**src/inc/mfsr_consts.svh**
```systemverilog
// constants of the motor feedback select and ramp block
`ifndef MFSR_CONSTS_SVH
`define MFSR_CONSTS_SVH

// ----------------------------------------------------------------
// timing
// ----------------------------------------------------------------
`define MFSR_CLK_NS       50
`define MFSR_MS_NS        1000000
`define MFSR_MS_CYC       (`MFSR_MS_NS / `MFSR_CLK_NS)
`define MFSR_RAW_MS       8'd100
`define MFSR_FAST_MS      8'd20

// ----------------------------------------------------------------
// register byte offsets
// ----------------------------------------------------------------
`define MFSR_A_CTRL       8'h00
`define MFSR_A_SETPT      8'h04
`define MFSR_A_LEADER     8'h08
`define MFSR_A_RAWPER     8'h0C
`define MFSR_A_VRAMP      8'h10
`define MFSR_A_CLRAMP0    8'h14
`define MFSR_A_CLRAMP1    8'h18
`define MFSR_A_STATUS     8'h1C
`define MFSR_A_MASK       8'h20
`define MFSR_A_QPOS       8'h24
`define MFSR_A_QVEL       8'h28
`define MFSR_A_APOS       8'h2C
`define MFSR_A_AVEL       8'h30
`define MFSR_A_SPOS       8'h34
`define MFSR_A_SVEL       8'h38
`define MFSR_A_DRIVE      8'h3C

// ----------------------------------------------------------------
// field positions
// ----------------------------------------------------------------
`define MFSR_CTRL_MODE_LSB 0
`define MFSR_CTRL_FB_LSB   4
`define MFSR_CTRL_INV_BIT  8
`define MFSR_CTRL_SLOT_BIT 12
`define MFSR_ST_RAW_BIT    0
`define MFSR_ST_FAST_BIT   1
`define MFSR_ST_UV_BIT     2
`define MFSR_ST_UVNOW_BIT  3
`define MFSR_ST_ARMED_BIT  4

// ----------------------------------------------------------------
// reset values and analog wrap thresholds
// ----------------------------------------------------------------
`define MFSR_RST_RAWPER   8'h64
`define MFSR_RST_MASK     3'h0
`define MFSR_ADC_LO       10'h100
`define MFSR_ADC_HI       10'h300
`define MFSR_ADC_SPAN     32'h0000_0400

`endif

```
**src/inc/mfsr_pkg.sv**
```systemverilog
// types of the motor feedback select and ramp block
package mfsr_pkg;

	typedef enum logic [1:0] {
		MFSR_DUTY   = 2'h0,
		MFSR_FOLLOW = 2'h1,
		MFSR_POSN   = 2'h2,
		MFSR_SPEED  = 2'h3
	} mfsr_mode_e;

	typedef enum logic [1:0] {
		MFSR_FB_QUAD = 2'h0,
		MFSR_FB_POT  = 2'h1,
		MFSR_FB_AENC = 2'h2,
		MFSR_FB_NONE = 2'h3
	} mfsr_fb_e;

	typedef logic [31:0] mfsr_word_t;
	typedef logic [11:0] mfsr_drive_t;

endpackage

```
**src/logic/mfsr_quad_decoder.sv**
```systemverilog
// four-edge quadrature decoder with a signed position count
`timescale 1ns/1ns
module mfsr_quad_decoder (
	input  wire logic               clk,
	input  wire logic               rst,
	input  wire logic               chanA,
	input  wire logic               chanB,
	output mfsr_pkg::mfsr_word_t    position
);
	import mfsr_pkg::*;

	typedef struct packed {
		logic       prevA;
		logic       prevB;
		mfsr_word_t pos;
	} mfsr_qd_s;

	mfsr_qd_s state_r;
	mfsr_qd_s state_nxt;

	always_comb begin
		state_nxt = state_r;
		state_nxt.prevA = chanA;
		state_nxt.prevB = chanB;
		// both edges at once is a lost step; holding beats guessing
		if ((chanA ^ state_r.prevA) != (chanB ^ state_r.prevB)) begin
			if (chanA ^ state_r.prevB) begin
				state_nxt.pos = state_r.pos + 32'h0000_0001;
			end else begin
				state_nxt.pos = state_r.pos - 32'h0000_0001;
			end
		end
	end

	always_ff @(posedge clk) begin
		if (rst) begin
			state_r <= '0;
		end else begin
			state_r <= state_nxt;
		end
	end

	assign position = state_r.pos;

endmodule

```
**src/logic/motor_feedback_select_ramp.sv**
```systemverilog
// motor feedback select, raw sensor reports, drive ramp and neutral hold
//
// The address map and the APB slave port were left to the implementer.
`timescale 1ns/1ns
`include "mfsr_consts.svh"
module motor_feedback_select_ramp #(
	parameter int MS_CYC = `MFSR_MS_CYC
) (
	input  wire logic                  clk,
	input  wire logic                  rst,
	input  wire logic                  psel,
	input  wire logic                  penable,
	input  wire logic                  pwrite,
	input  wire logic [7:0]            paddr,
	input  wire logic [31:0]           pwdata,
	output logic [31:0]                prdata,
	output logic                       pready,
	output logic                       pslverr,
	input  wire logic                  quadA,
	input  wire logic                  quadB,
	input  wire logic                  underVolt,
	input  wire logic [9:0]            adcSample,
	input  wire logic                  adcValid,
	input  wire mfsr_pkg::mfsr_drive_t loopOut,
	input  wire mfsr_pkg::mfsr_drive_t leaderThrottle,
	output mfsr_pkg::mfsr_word_t       fbPos,
	output mfsr_pkg::mfsr_word_t       fbVel,
	output logic                       rawReportStb,
	output logic                       fastReportStb,
	output mfsr_pkg::mfsr_drive_t      driveOut,
	output logic                       driveEnable,
	output logic                       irq
);
	import mfsr_pkg::*;

	// ----------------------------------------------------------------
	// state
	// ----------------------------------------------------------------
	typedef struct packed {
		logic        aS1;
		logic        aS2;
		logic        bS1;
		logic        bS2;
		logic        uvS1;
		logic        uvS2;
		logic [14:0] msCnt;
		logic [7:0]  rawCnt;
		logic [7:0]  fastCnt;
		mfsr_mode_e  mode;
		mfsr_fb_e    fbSel;
		logic        invert;
		logic        slot;
		mfsr_drive_t setpoint;
		logic [5:0]  leader;
		logic [7:0]  rawPer;
		mfsr_drive_t vramp;
		mfsr_drive_t clRamp0;
		mfsr_drive_t clRamp1;
		logic        armed;
		logic [2:0]  status;
		logic [2:0]  mask;
		logic        irq;
		logic        adcSeen;
		logic [9:0]  adcPrev;
		mfsr_word_t  anaBase;
		mfsr_word_t  quadLast;
		mfsr_word_t  anaLast;
		mfsr_word_t  quadVel;
		mfsr_word_t  anaVel;
		mfsr_word_t  rawQPos;
		mfsr_word_t  rawQVel;
		mfsr_word_t  rawAPos;
		mfsr_word_t  rawAVel;
		mfsr_word_t  selPos;
		mfsr_word_t  selVel;
		mfsr_word_t  fbPos;
		mfsr_word_t  fbVel;
		logic        rawStb;
		logic        fastStb;
		mfsr_drive_t drive;
		logic        driveEn;
		logic [31:0] prdata;
		logic        pready;
		logic        pslverr;
	} mfsr_state_s;

	mfsr_state_s state_r;
	mfsr_state_s state_nxt;
	mfsr_word_t  quadPos;
	mfsr_word_t  anaPos;

	// ----------------------------------------------------------------
	// quadrature decoder
	// ----------------------------------------------------------------
	// quadrature decoded alongside analog
	mfsr_quad_decoder quadDec (
		.clk      (clk),
		.rst      (rst),
		.chanA    (state_r.aS2),
		.chanB    (state_r.bS2),
		.position (quadPos)
	);

	assign anaPos = state_r.anaBase + {22'h0, state_r.adcPrev};

	// ----------------------------------------------------------------
	// next state
	// ----------------------------------------------------------------
	always_comb begin
		logic        msTick;
		logic        setup;
		logic        wrDone;
		logic        rdDone;
		logic [7:0]  rawEff;
		logic [2:0]  events;
		mfsr_word_t  pickPos;
		mfsr_word_t  pickVel;
		mfsr_drive_t target;
		mfsr_drive_t limit;
		mfsr_drive_t clr;
		logic [12:0] diff;
		logic [12:0] mag;
		logic [31:0] rd;
		logic        hit;
		msTick  = 1'b0;
		setup   = 1'b0;
		wrDone  = 1'b0;
		rdDone  = 1'b0;
		rawEff  = 8'h0;
		events  = 3'h0;
		pickPos = '0;
		pickVel = '0;
		target  = '0;
		limit   = '0;
		clr     = '0;
		diff    = 13'h0;
		mag     = 13'h0;
		rd      = 32'h0;
		hit     = 1'b1;
		state_nxt = state_r;

		// pins pass two flops before use
		state_nxt.aS1  = quadA;
		state_nxt.aS2  = state_r.aS1;
		state_nxt.bS1  = quadB;
		state_nxt.bS2  = state_r.bS1;
		state_nxt.uvS1 = underVolt;
		state_nxt.uvS2 = state_r.uvS1;

		// millisecond enable
		if (state_r.msCnt == 15'(MS_CYC - 1)) begin
			msTick = 1'b1;
			state_nxt.msCnt = 15'h0;
		end else begin
			state_nxt.msCnt = state_r.msCnt + 15'h1;
		end

		// analog sample tracking
		if (adcValid) begin
			state_nxt.adcSeen = 1'b1;
			state_nxt.adcPrev = adcSample;
			if (state_r.adcSeen) begin
				if (state_r.adcPrev >= `MFSR_ADC_HI && adcSample < `MFSR_ADC_LO) begin
					state_nxt.anaBase = state_r.anaBase + `MFSR_ADC_SPAN;
				end else if (state_r.adcPrev < `MFSR_ADC_LO && adcSample >= `MFSR_ADC_HI) begin
					state_nxt.anaBase = state_r.anaBase - `MFSR_ADC_SPAN;
				end
			end
		end

		// velocity is change per millisecond
		if (msTick) begin
			state_nxt.quadVel  = quadPos - state_r.quadLast;
			state_nxt.quadLast = quadPos;
			state_nxt.anaVel   = anaPos - state_r.anaLast;
			state_nxt.anaLast  = anaPos;
		end

		// sensor mux to the closed-loop feedback outputs
		case (state_r.fbSel)
			MFSR_FB_QUAD: begin
				pickPos = quadPos;
				pickVel = state_r.quadVel;
			end
			MFSR_FB_POT: begin
				// absolute analog is the bare sample
				pickPos = {22'h0, state_r.adcPrev};
				pickVel = state_r.anaVel;
			end
			MFSR_FB_AENC: begin
				pickPos = anaPos;
				pickVel = state_r.anaVel;
			end
			default: begin
				pickPos = '0;
				pickVel = '0;
			end
		endcase
		if (state_r.invert) begin
			pickPos = 32'h0 - pickPos;
			pickVel = 32'h0 - pickVel;
		end
		state_nxt.fbPos = pickPos;
		state_nxt.fbVel = pickVel;

		rawEff = (state_r.rawPer == 8'h0 || state_r.rawPer > `MFSR_RAW_MS) ? `MFSR_RAW_MS : state_r.rawPer;
		state_nxt.rawStb  = 1'b0;
		state_nxt.fastStb = 1'b0;
		if (msTick) begin
			if (state_r.rawCnt >= rawEff - 8'h1) begin
				state_nxt.rawCnt  = 8'h0;
				state_nxt.rawStb  = 1'b1;
				state_nxt.rawQPos = quadPos;
				state_nxt.rawQVel = state_r.quadVel;
				state_nxt.rawAPos = anaPos;
				state_nxt.rawAVel = state_r.anaVel;
				events[`MFSR_ST_RAW_BIT] = 1'b1;
			end else begin
				state_nxt.rawCnt = state_r.rawCnt + 8'h1;
			end
			if (state_r.fastCnt >= `MFSR_FAST_MS - 8'h1) begin
				state_nxt.fastCnt = 8'h0;
				state_nxt.fastStb = 1'b1;
				state_nxt.selPos  = state_r.fbPos;
				state_nxt.selVel  = state_r.fbVel;
				events[`MFSR_ST_FAST_BIT] = 1'b1;
			end else begin
				state_nxt.fastCnt = state_r.fastCnt + 8'h1;
			end
		end

		events[`MFSR_ST_UV_BIT] = state_r.uvS2;

		// ----------------------------------------------------------------
		// apb slave, zero wait states
		// ----------------------------------------------------------------
		setup  = psel & ~penable;
		wrDone = psel & penable & state_r.pready & pwrite & ~state_r.pslverr;
		rdDone = psel & penable & state_r.pready & ~pwrite;
		case (paddr)
			`MFSR_A_CTRL: begin
				rd[`MFSR_CTRL_MODE_LSB +: 2] = state_r.mode;
				rd[`MFSR_CTRL_FB_LSB +: 2]   = state_r.fbSel;
				rd[`MFSR_CTRL_INV_BIT]       = state_r.invert;
				rd[`MFSR_CTRL_SLOT_BIT]      = state_r.slot;
			end
			`MFSR_A_SETPT:   rd = {20'h0, state_r.setpoint};
			`MFSR_A_LEADER:  rd = {26'h0, state_r.leader};
			`MFSR_A_RAWPER:  rd = {24'h0, state_r.rawPer};
			`MFSR_A_VRAMP:   rd = {20'h0, state_r.vramp};
			`MFSR_A_CLRAMP0: rd = {20'h0, state_r.clRamp0};
			`MFSR_A_CLRAMP1: rd = {20'h0, state_r.clRamp1};
			`MFSR_A_STATUS: begin
				rd[2:0]                = state_r.status;
				rd[`MFSR_ST_UVNOW_BIT] = state_r.uvS2;
				rd[`MFSR_ST_ARMED_BIT] = state_r.armed;
			end
			`MFSR_A_MASK:    rd = {29'h0, state_r.mask};
			`MFSR_A_QPOS:    rd = state_r.rawQPos;
			`MFSR_A_QVEL:    rd = state_r.rawQVel;
			`MFSR_A_APOS:    rd = state_r.rawAPos;
			`MFSR_A_AVEL:    rd = state_r.rawAVel;
			`MFSR_A_SPOS:    rd = state_r.selPos;
			`MFSR_A_SVEL:    rd = state_r.selVel;
			`MFSR_A_DRIVE:   rd = {19'h0, state_r.driveEn, state_r.drive};
			default:         hit = 1'b0;
		endcase
		state_nxt.pready  = setup;
		state_nxt.pslverr = setup & ~hit;
		if (setup) begin
			state_nxt.prdata = (pwrite || !hit) ? 32'h0 : rd;
		end

		if (wrDone) begin
			case (paddr)
				`MFSR_A_CTRL: begin
					state_nxt.mode   = mfsr_mode_e'(pwdata[`MFSR_CTRL_MODE_LSB +: 2]);
					state_nxt.fbSel  = mfsr_fb_e'(pwdata[`MFSR_CTRL_FB_LSB +: 2]);
					state_nxt.invert = pwdata[`MFSR_CTRL_INV_BIT];
					state_nxt.slot   = pwdata[`MFSR_CTRL_SLOT_BIT];
					// mode change drops to no drive
					if (pwdata[`MFSR_CTRL_MODE_LSB +: 2] != state_r.mode) begin
						state_nxt.armed = 1'b0;
					end
				end
				`MFSR_A_SETPT: begin
					state_nxt.setpoint = pwdata[11:0];
					state_nxt.armed = 1'b1;
				end
				`MFSR_A_LEADER: begin
					state_nxt.leader = pwdata[5:0];
					state_nxt.armed  = 1'b1;
				end
				`MFSR_A_RAWPER:  state_nxt.rawPer  = pwdata[7:0];
				`MFSR_A_VRAMP:   state_nxt.vramp   = pwdata[11:0];
				`MFSR_A_CLRAMP0: state_nxt.clRamp0 = pwdata[11:0];
				`MFSR_A_CLRAMP1: state_nxt.clRamp1 = pwdata[11:0];
				`MFSR_A_MASK:    state_nxt.mask    = pwdata[2:0];
				default: begin
				end
			endcase
		end

		// read clears; a same-cycle event survives the clear
		if (rdDone && paddr == `MFSR_A_STATUS) begin
			state_nxt.status = 3'h0;
		end
		state_nxt.status = state_nxt.status | events;
		state_nxt.irq = |(state_nxt.status & state_nxt.mask);

		// ----------------------------------------------------------------
		// drive shaping
		// ----------------------------------------------------------------
		case (state_r.mode)
			MFSR_DUTY:   target = state_r.setpoint;
			MFSR_FOLLOW: target = leaderThrottle;
			MFSR_POSN:   target = loopOut;
			MFSR_SPEED:  target = loopOut;
			default:     target = '0;
		endcase
		limit = state_r.vramp;
		clr = state_r.slot ? state_r.clRamp1 : state_r.clRamp0;
		if ((state_r.mode == MFSR_POSN || state_r.mode == MFSR_SPEED) && clr != 12'h0) begin
			if (limit == 12'h0 || clr < limit) begin
				limit = clr;
			end
		end
		state_nxt.driveEn = state_nxt.armed;
		if (!state_nxt.armed) begin
			state_nxt.drive = '0;
		end else if (msTick) begin
			diff = {target[11], target} - {state_r.drive[11], state_r.drive};
			mag = diff[12] ? 13'h0 - diff : diff;
			// zero limit means unlimited slew
			if (limit == 12'h0 || mag <= {1'b0, limit}) begin
				state_nxt.drive = target;
			end else if (diff[12]) begin
				state_nxt.drive = state_r.drive - limit;
			end else begin
				state_nxt.drive = state_r.drive + limit;
			end
		end
	end

	// ----------------------------------------------------------------
	// registers
	// ----------------------------------------------------------------
	always_ff @(posedge clk) begin
		if (rst) begin
			state_r        <= '0;
			state_r.mode   <= MFSR_DUTY;
			state_r.fbSel  <= MFSR_FB_QUAD;
			state_r.rawPer <= `MFSR_RST_RAWPER;
			state_r.mask   <= `MFSR_RST_MASK;
		end else begin
			state_r <= state_nxt;
		end
	end

	assign prdata        = state_r.prdata;
	assign pready        = state_r.pready;
	assign pslverr       = state_r.pslverr;
	assign fbPos         = state_r.fbPos;
	assign fbVel         = state_r.fbVel;
	assign rawReportStb  = state_r.rawStb;
	assign fastReportStb = state_r.fastStb;
	assign driveOut      = state_r.drive;
	assign driveEnable   = state_r.driveEn;
	assign irq           = state_r.irq;

endmodule

```
**config.mk**
```make
export PLATFORM = sky130hd
export DESIGN_NAME = motor_feedback_select_ramp
export DESIGN_NICKNAME = d
export VERILOG_FILES = /design/src/inc/mfsr_pkg.sv /design/src/logic/mfsr_quad_decoder.sv /design/src/logic/motor_feedback_select_ramp.sv
export VERILOG_INCLUDE_DIRS = /design/src /design/src/inc
export SDC_FILE = /design/constraint.sdc
export NUM_CORES = 2
export LEC_CHECK = 0
export ABC_AREA = 1
export BUFFER_PORTS_ARGS = -buffer_cell sky130_fd_sc_hd__buf_2
export CORE_ASPECT_RATIO = 1.75
export CORE_MARGIN = 4
export CORE_UTILIZATION = 38
export CTS_CLUSTER_DIAMETER = 40
export CTS_CLUSTER_SIZE = 10
export DETAILED_ROUTE_END_ITERATION = 8
export GPL_TIMING_DRIVEN = 0
export PLACE_DENSITY = 0.51
export SYNTH_ARGS = -nofsm -noshare
export SYNTH_HDL_FRONTEND = slang
export SYNTH_HIERARCHICAL = 1
export SYNTH_SLANG_ARGS = --single-unit
```
**constraint.sdc**
```tcl
create_clock -name clk -period 6.1 [get_ports clk]
set_input_delay 0.915 -clock clk [delete_from_list [all_inputs] [get_ports clk]]
set_output_delay 0.915 -clock clk [all_outputs]
set_load 0.01 [all_outputs]
```
==> impl_metrics.csv <==
group,metric,value,unit
status,status,"finished, final reports clean",
clock_network,cts_setup_buffers,0,
setup_path,slowest_stage,"o21ai_1",
setup_path,r2r_slack,0.45,ns
floorplan,die_w,235,µm
synth,synth-seq-cells,612,
clock_network,cts_made_buffers,85,
floorplan,ios,197,
synth,yosysTopAreaCellShare,35.7,%
clock_network,clkTransAtPathRegs,0.05,ns
setup_path,r2r-end,"driveOut[10]",
final_layout,design_area,39600,µm²
floorplan,die_area,95500,µm²
floorplan,core_area,89400,µm²
timing,worst_pin_slew,1.37,ns
final_layout,nNetsFinal,5441,
detailed_routing,post_drt_wl_per_cell,25.4,µm
grt,grt_pass1_vias,35600,
synth,yosysTopAreaCell,"dfxtp_1",
timing,hold_violations,0,
clock_network,cts-root-buf,"clkbuf_16",
flow_run,cap_violations,0,
synth,syn_avg_cell_area,6.95,µm²
final_layout,layout-drive-gt1-share,10.2,%
setup_path,crit_path_end_kind,"flip-flop",
synth,async_reset_ff_share,0,%
clock_network,cts.sinks,612,
detailed_routing,drc,0,
setup_path,cp_max_fo,10,
placed_design,placed_cell_area,36700,µm²
synth,synth_edf_count,0,
timing,relSlewSlack,8.43,%
timing,fmax,177,MHz
power,power.leakage,0.0179,µW
setup_path,rr_worst_depth,31,
setup_path,crit_top_cell,"nand2_1",
setup_path,path_class,"reg -> reg",
clock_network,cts_hold_buf,0,
final_layout,post-route-util,44.3,%
grt,grt_max_degree,25,
setup_path,critPathMaxStageDelay,0.62,ns
timing,setup_viol,0,
final_layout,syn2layout_area_growth,15.2,%
power,p_per_area,284,nW/µm²
synth,synthFlopType,"dfxtp_1",
floorplan,rows,145,
detailed_routing,ant_nets,0,
synth,synth.distinct_cells,59,
grt,grt.total_usage,32.9,%
detailed_routing,via_count,35200,
detailed_routing,avgViaCountPerCell,5.47,
synth,syn_inst,4942,
hold_path,hold_path.class,"reg -> reg",
clock_network,clock_latency,0.69,ns
timing,period_minus_slack,5.65,ns
grt,grt.overflow.total,0,
setup_path,cp-start-kind,"flip-flop",
timing,slew_violations,0,
placed_design,dp_hpwl,137000,µm
setup_path,r2r-start,"state_r[491]",
hold_path,hp-start,"state_nxt[585]",
synth,ys_seq_area_share,35.7,%
final_layout,stdcell_count,6433,
placed_design,gp_congestion,1.01,
grt,grt_pass1_wl,231000,µm
final_layout,nFillCells,9617,
timing,post-route-period-util,92.6,%
floorplan,initial_utilization,38.4,%
placed_design,io_buffers,175,
setup_path,required,6.65,ns
setup_path,arrival,6.20,ns
timing,rsz0062_at_grt,"false",
hold_path,holdPathStages,2,
floorplan,die_y,406,µm
detailed_routing,drt_wl_total,163000,µm
clock_network,cts_tree,"built",
clock_network,h-tree-depth,3,
grt,antenna_found_initial,3,
synth,synth_fp_nets,5179,
placed_design,placed_cells,6294,
synth,yosys_warnings,6,
detailed_routing,drt_pass1_iterations,8,
synth,syn_area,34400,µm²
power,peakVddDrop,0.241,mV
synth,synth_area_leaders,"dfxtp_1 36%, nand2_1 9.3%, o21ai_0 7.9%",
clock_network,cts_max_path_buffers,3,
detailed_routing,drt_iter0_markers,2289,
hold_path,hold_end,"state_r[585]",
timing,fin_worst_skew,0.0396,ns
## state kept, by name, indices dropped and copies added (netlist names)
name and cells:
state_nxt 3, pslverr 1, state_r 461, fbVel 32
fbPos 32, fastReportStb 1, prdata 32, pready 1
driveOut 12, driveEnable 1, irq 1, quadDec/position 32
quadDec/state_r 2, rawReportStb 1
## metal layers
layer  up-vias  wire length, µm  GRT usage (%)
met5         -                0              0
met4         0            19500           32.0
met1     16400            51600           29.0
met2      1312            84400           62.4
met3       594             7940           5.11
li1      16900                -              -
## layout make-up
class	count	area, µm²	area share, %
diodes	4	10.0	0.0253
plain buffers	343	1880	4.76
clock buffers	105	2310	5.84
clock inverters	31	537	1.36
inverters	720	2700	6.82
multi-input cells	3266	17500	44.3
flip-flops and latches	612	12300	30.9
well taps	1176	1470	3.72
repair buffers	176	891	2.25
## placed cells by master, fill, tap and decap left out, types with 16 or more instances in the layout
| cell | n |
|---|---|
| nand2_1 | 854 |
| inv_1 | 701 |
| dfxtp_1 | 611 |
| o21ai_0 | 542 |
| a21oi_1 | 519 |
| nor2_1 | 346 |
| buf_2 | 190 |
| o22ai_1 | 178 |
| clkbuf_1 | 172 |
| nand3_1 | 167 |
| ha_1 | 149 |
| buf_4 | 143 |
| clkbuf_16 | 86 |
| xor2_1 | 70 |
| nor3_1 | 65 |
| a221oi_1 | 48 |
| xnor2_1 | 42 |
| nand4_1 | 30 |
| a41oi_1 | 21 |
| a31oi_1 | 21 |
| nand2_2 | 18 |
| o21bai_1 | 17 |
| o21a_1 | 16 |
| a22o_1 | 16 |
## power by group
group | switching (µW) | internal [µW]
combinational | 1370 | 598
clock | 1990 | 3150
sequential | 71.8 | 4060
## cell families (layout without fill, tap and decap cells)
logic type / count (synthesis) / in the layout / synth area share (%)
AOI/OAI and AO/OA: 1463 / 1463 / 23.9
adders and majority gates: 154 / 154 / 5.72
and+or+nand+nor: 1536 / 1536 / 18.5
buffers and inverters: 1064 / 1375 / 13.3
DFF: 612 / 612 / 35.7
other: 1 / 5 / 0.0109
xor gates and xnor gates: 112 / 112 / 2.85
## synth_stat cells, types with 4 or more instances
master,instances
a211oi_1,6
a21boi_0,5
a21o_1,9
a21oi_1,519
a221oi_1,49
a22o_1,16
a31oi_1,21
a32o_1,6
a41oi_1,21
buf_1,15
buf_2,15
buf_4,143
buf_6,5
clkbuf_1,166
clkinv_1,5
dfxtp_1,612
fa_1,5
ha_1,149
inv_1,702
inv_2,13
nand2_1,855
nand2_2,17
nand3_1,167
nand3b_1,6
nand4_1,30
nor2_1,348
nor2_2,13
nor3_1,65
nor3b_1,6
nor4_1,10
o2111ai_1,9
o211ai_1,14
o21a_1,16
o21ai_0,542
o21ai_1,13
o21bai_1,17
o221ai_1,5
o22ai_1,178
o41ai_1,4
or2_2,6
xnor2_1,42
xor2_1,70
## stage by stage
step	setup TNS [ns]	total power, µW	worst slack [ns]	hold slack, ns
after detailed placement	-1.74	6150	-0.190	0.399
after CTS	0	11300	0.0814	0.407
after floorplan	0	5450	1.22	0.388
after global placement	-2.16	6150	-0.227	0.394
after global routing	0	11600	0.0315	0.430
final	0	11200	0.449	0.404
## worst max-delay path by stage
stage,startpoint,end,slack [ns],cells past startpoint
5_1_grt,state_r[551],driveOut[0],0.03,33
6_report,state_r[491],driveOut[10],0.45,31
2_1_floorplan,loopOut[0],driveOut[6],1.22,30
4_1_cts,state_r[551],driveOut[5],0.08,32
3_3_place_gp,loopOut[0],driveOut[7],-0.23,31
3_5_place_dp,loopOut[0],driveOut[0],-0.19,31
## critical path: cells and delay by family, from the launching register on
family,cells,cell delay [ns]
AOI/OAI and AO/OA,10,2.02
buffers and inverters,5,0.80
and+or+nand+nor,12,1.25
DFF,1,0.29
adders and majority gates,2,0.67
xor gates and xnor gates,2,0.48
## repair_timing
| item | in CTS | in global routing |
|---|---|---|
| endpoints found under the hold margin | 0 | 0 |
| gates resized for setup | 3 | 8 |
| endpoints found under the setup margin | 10 | 12 |
No activity file was read; power rests on OpenSTA's default activity.
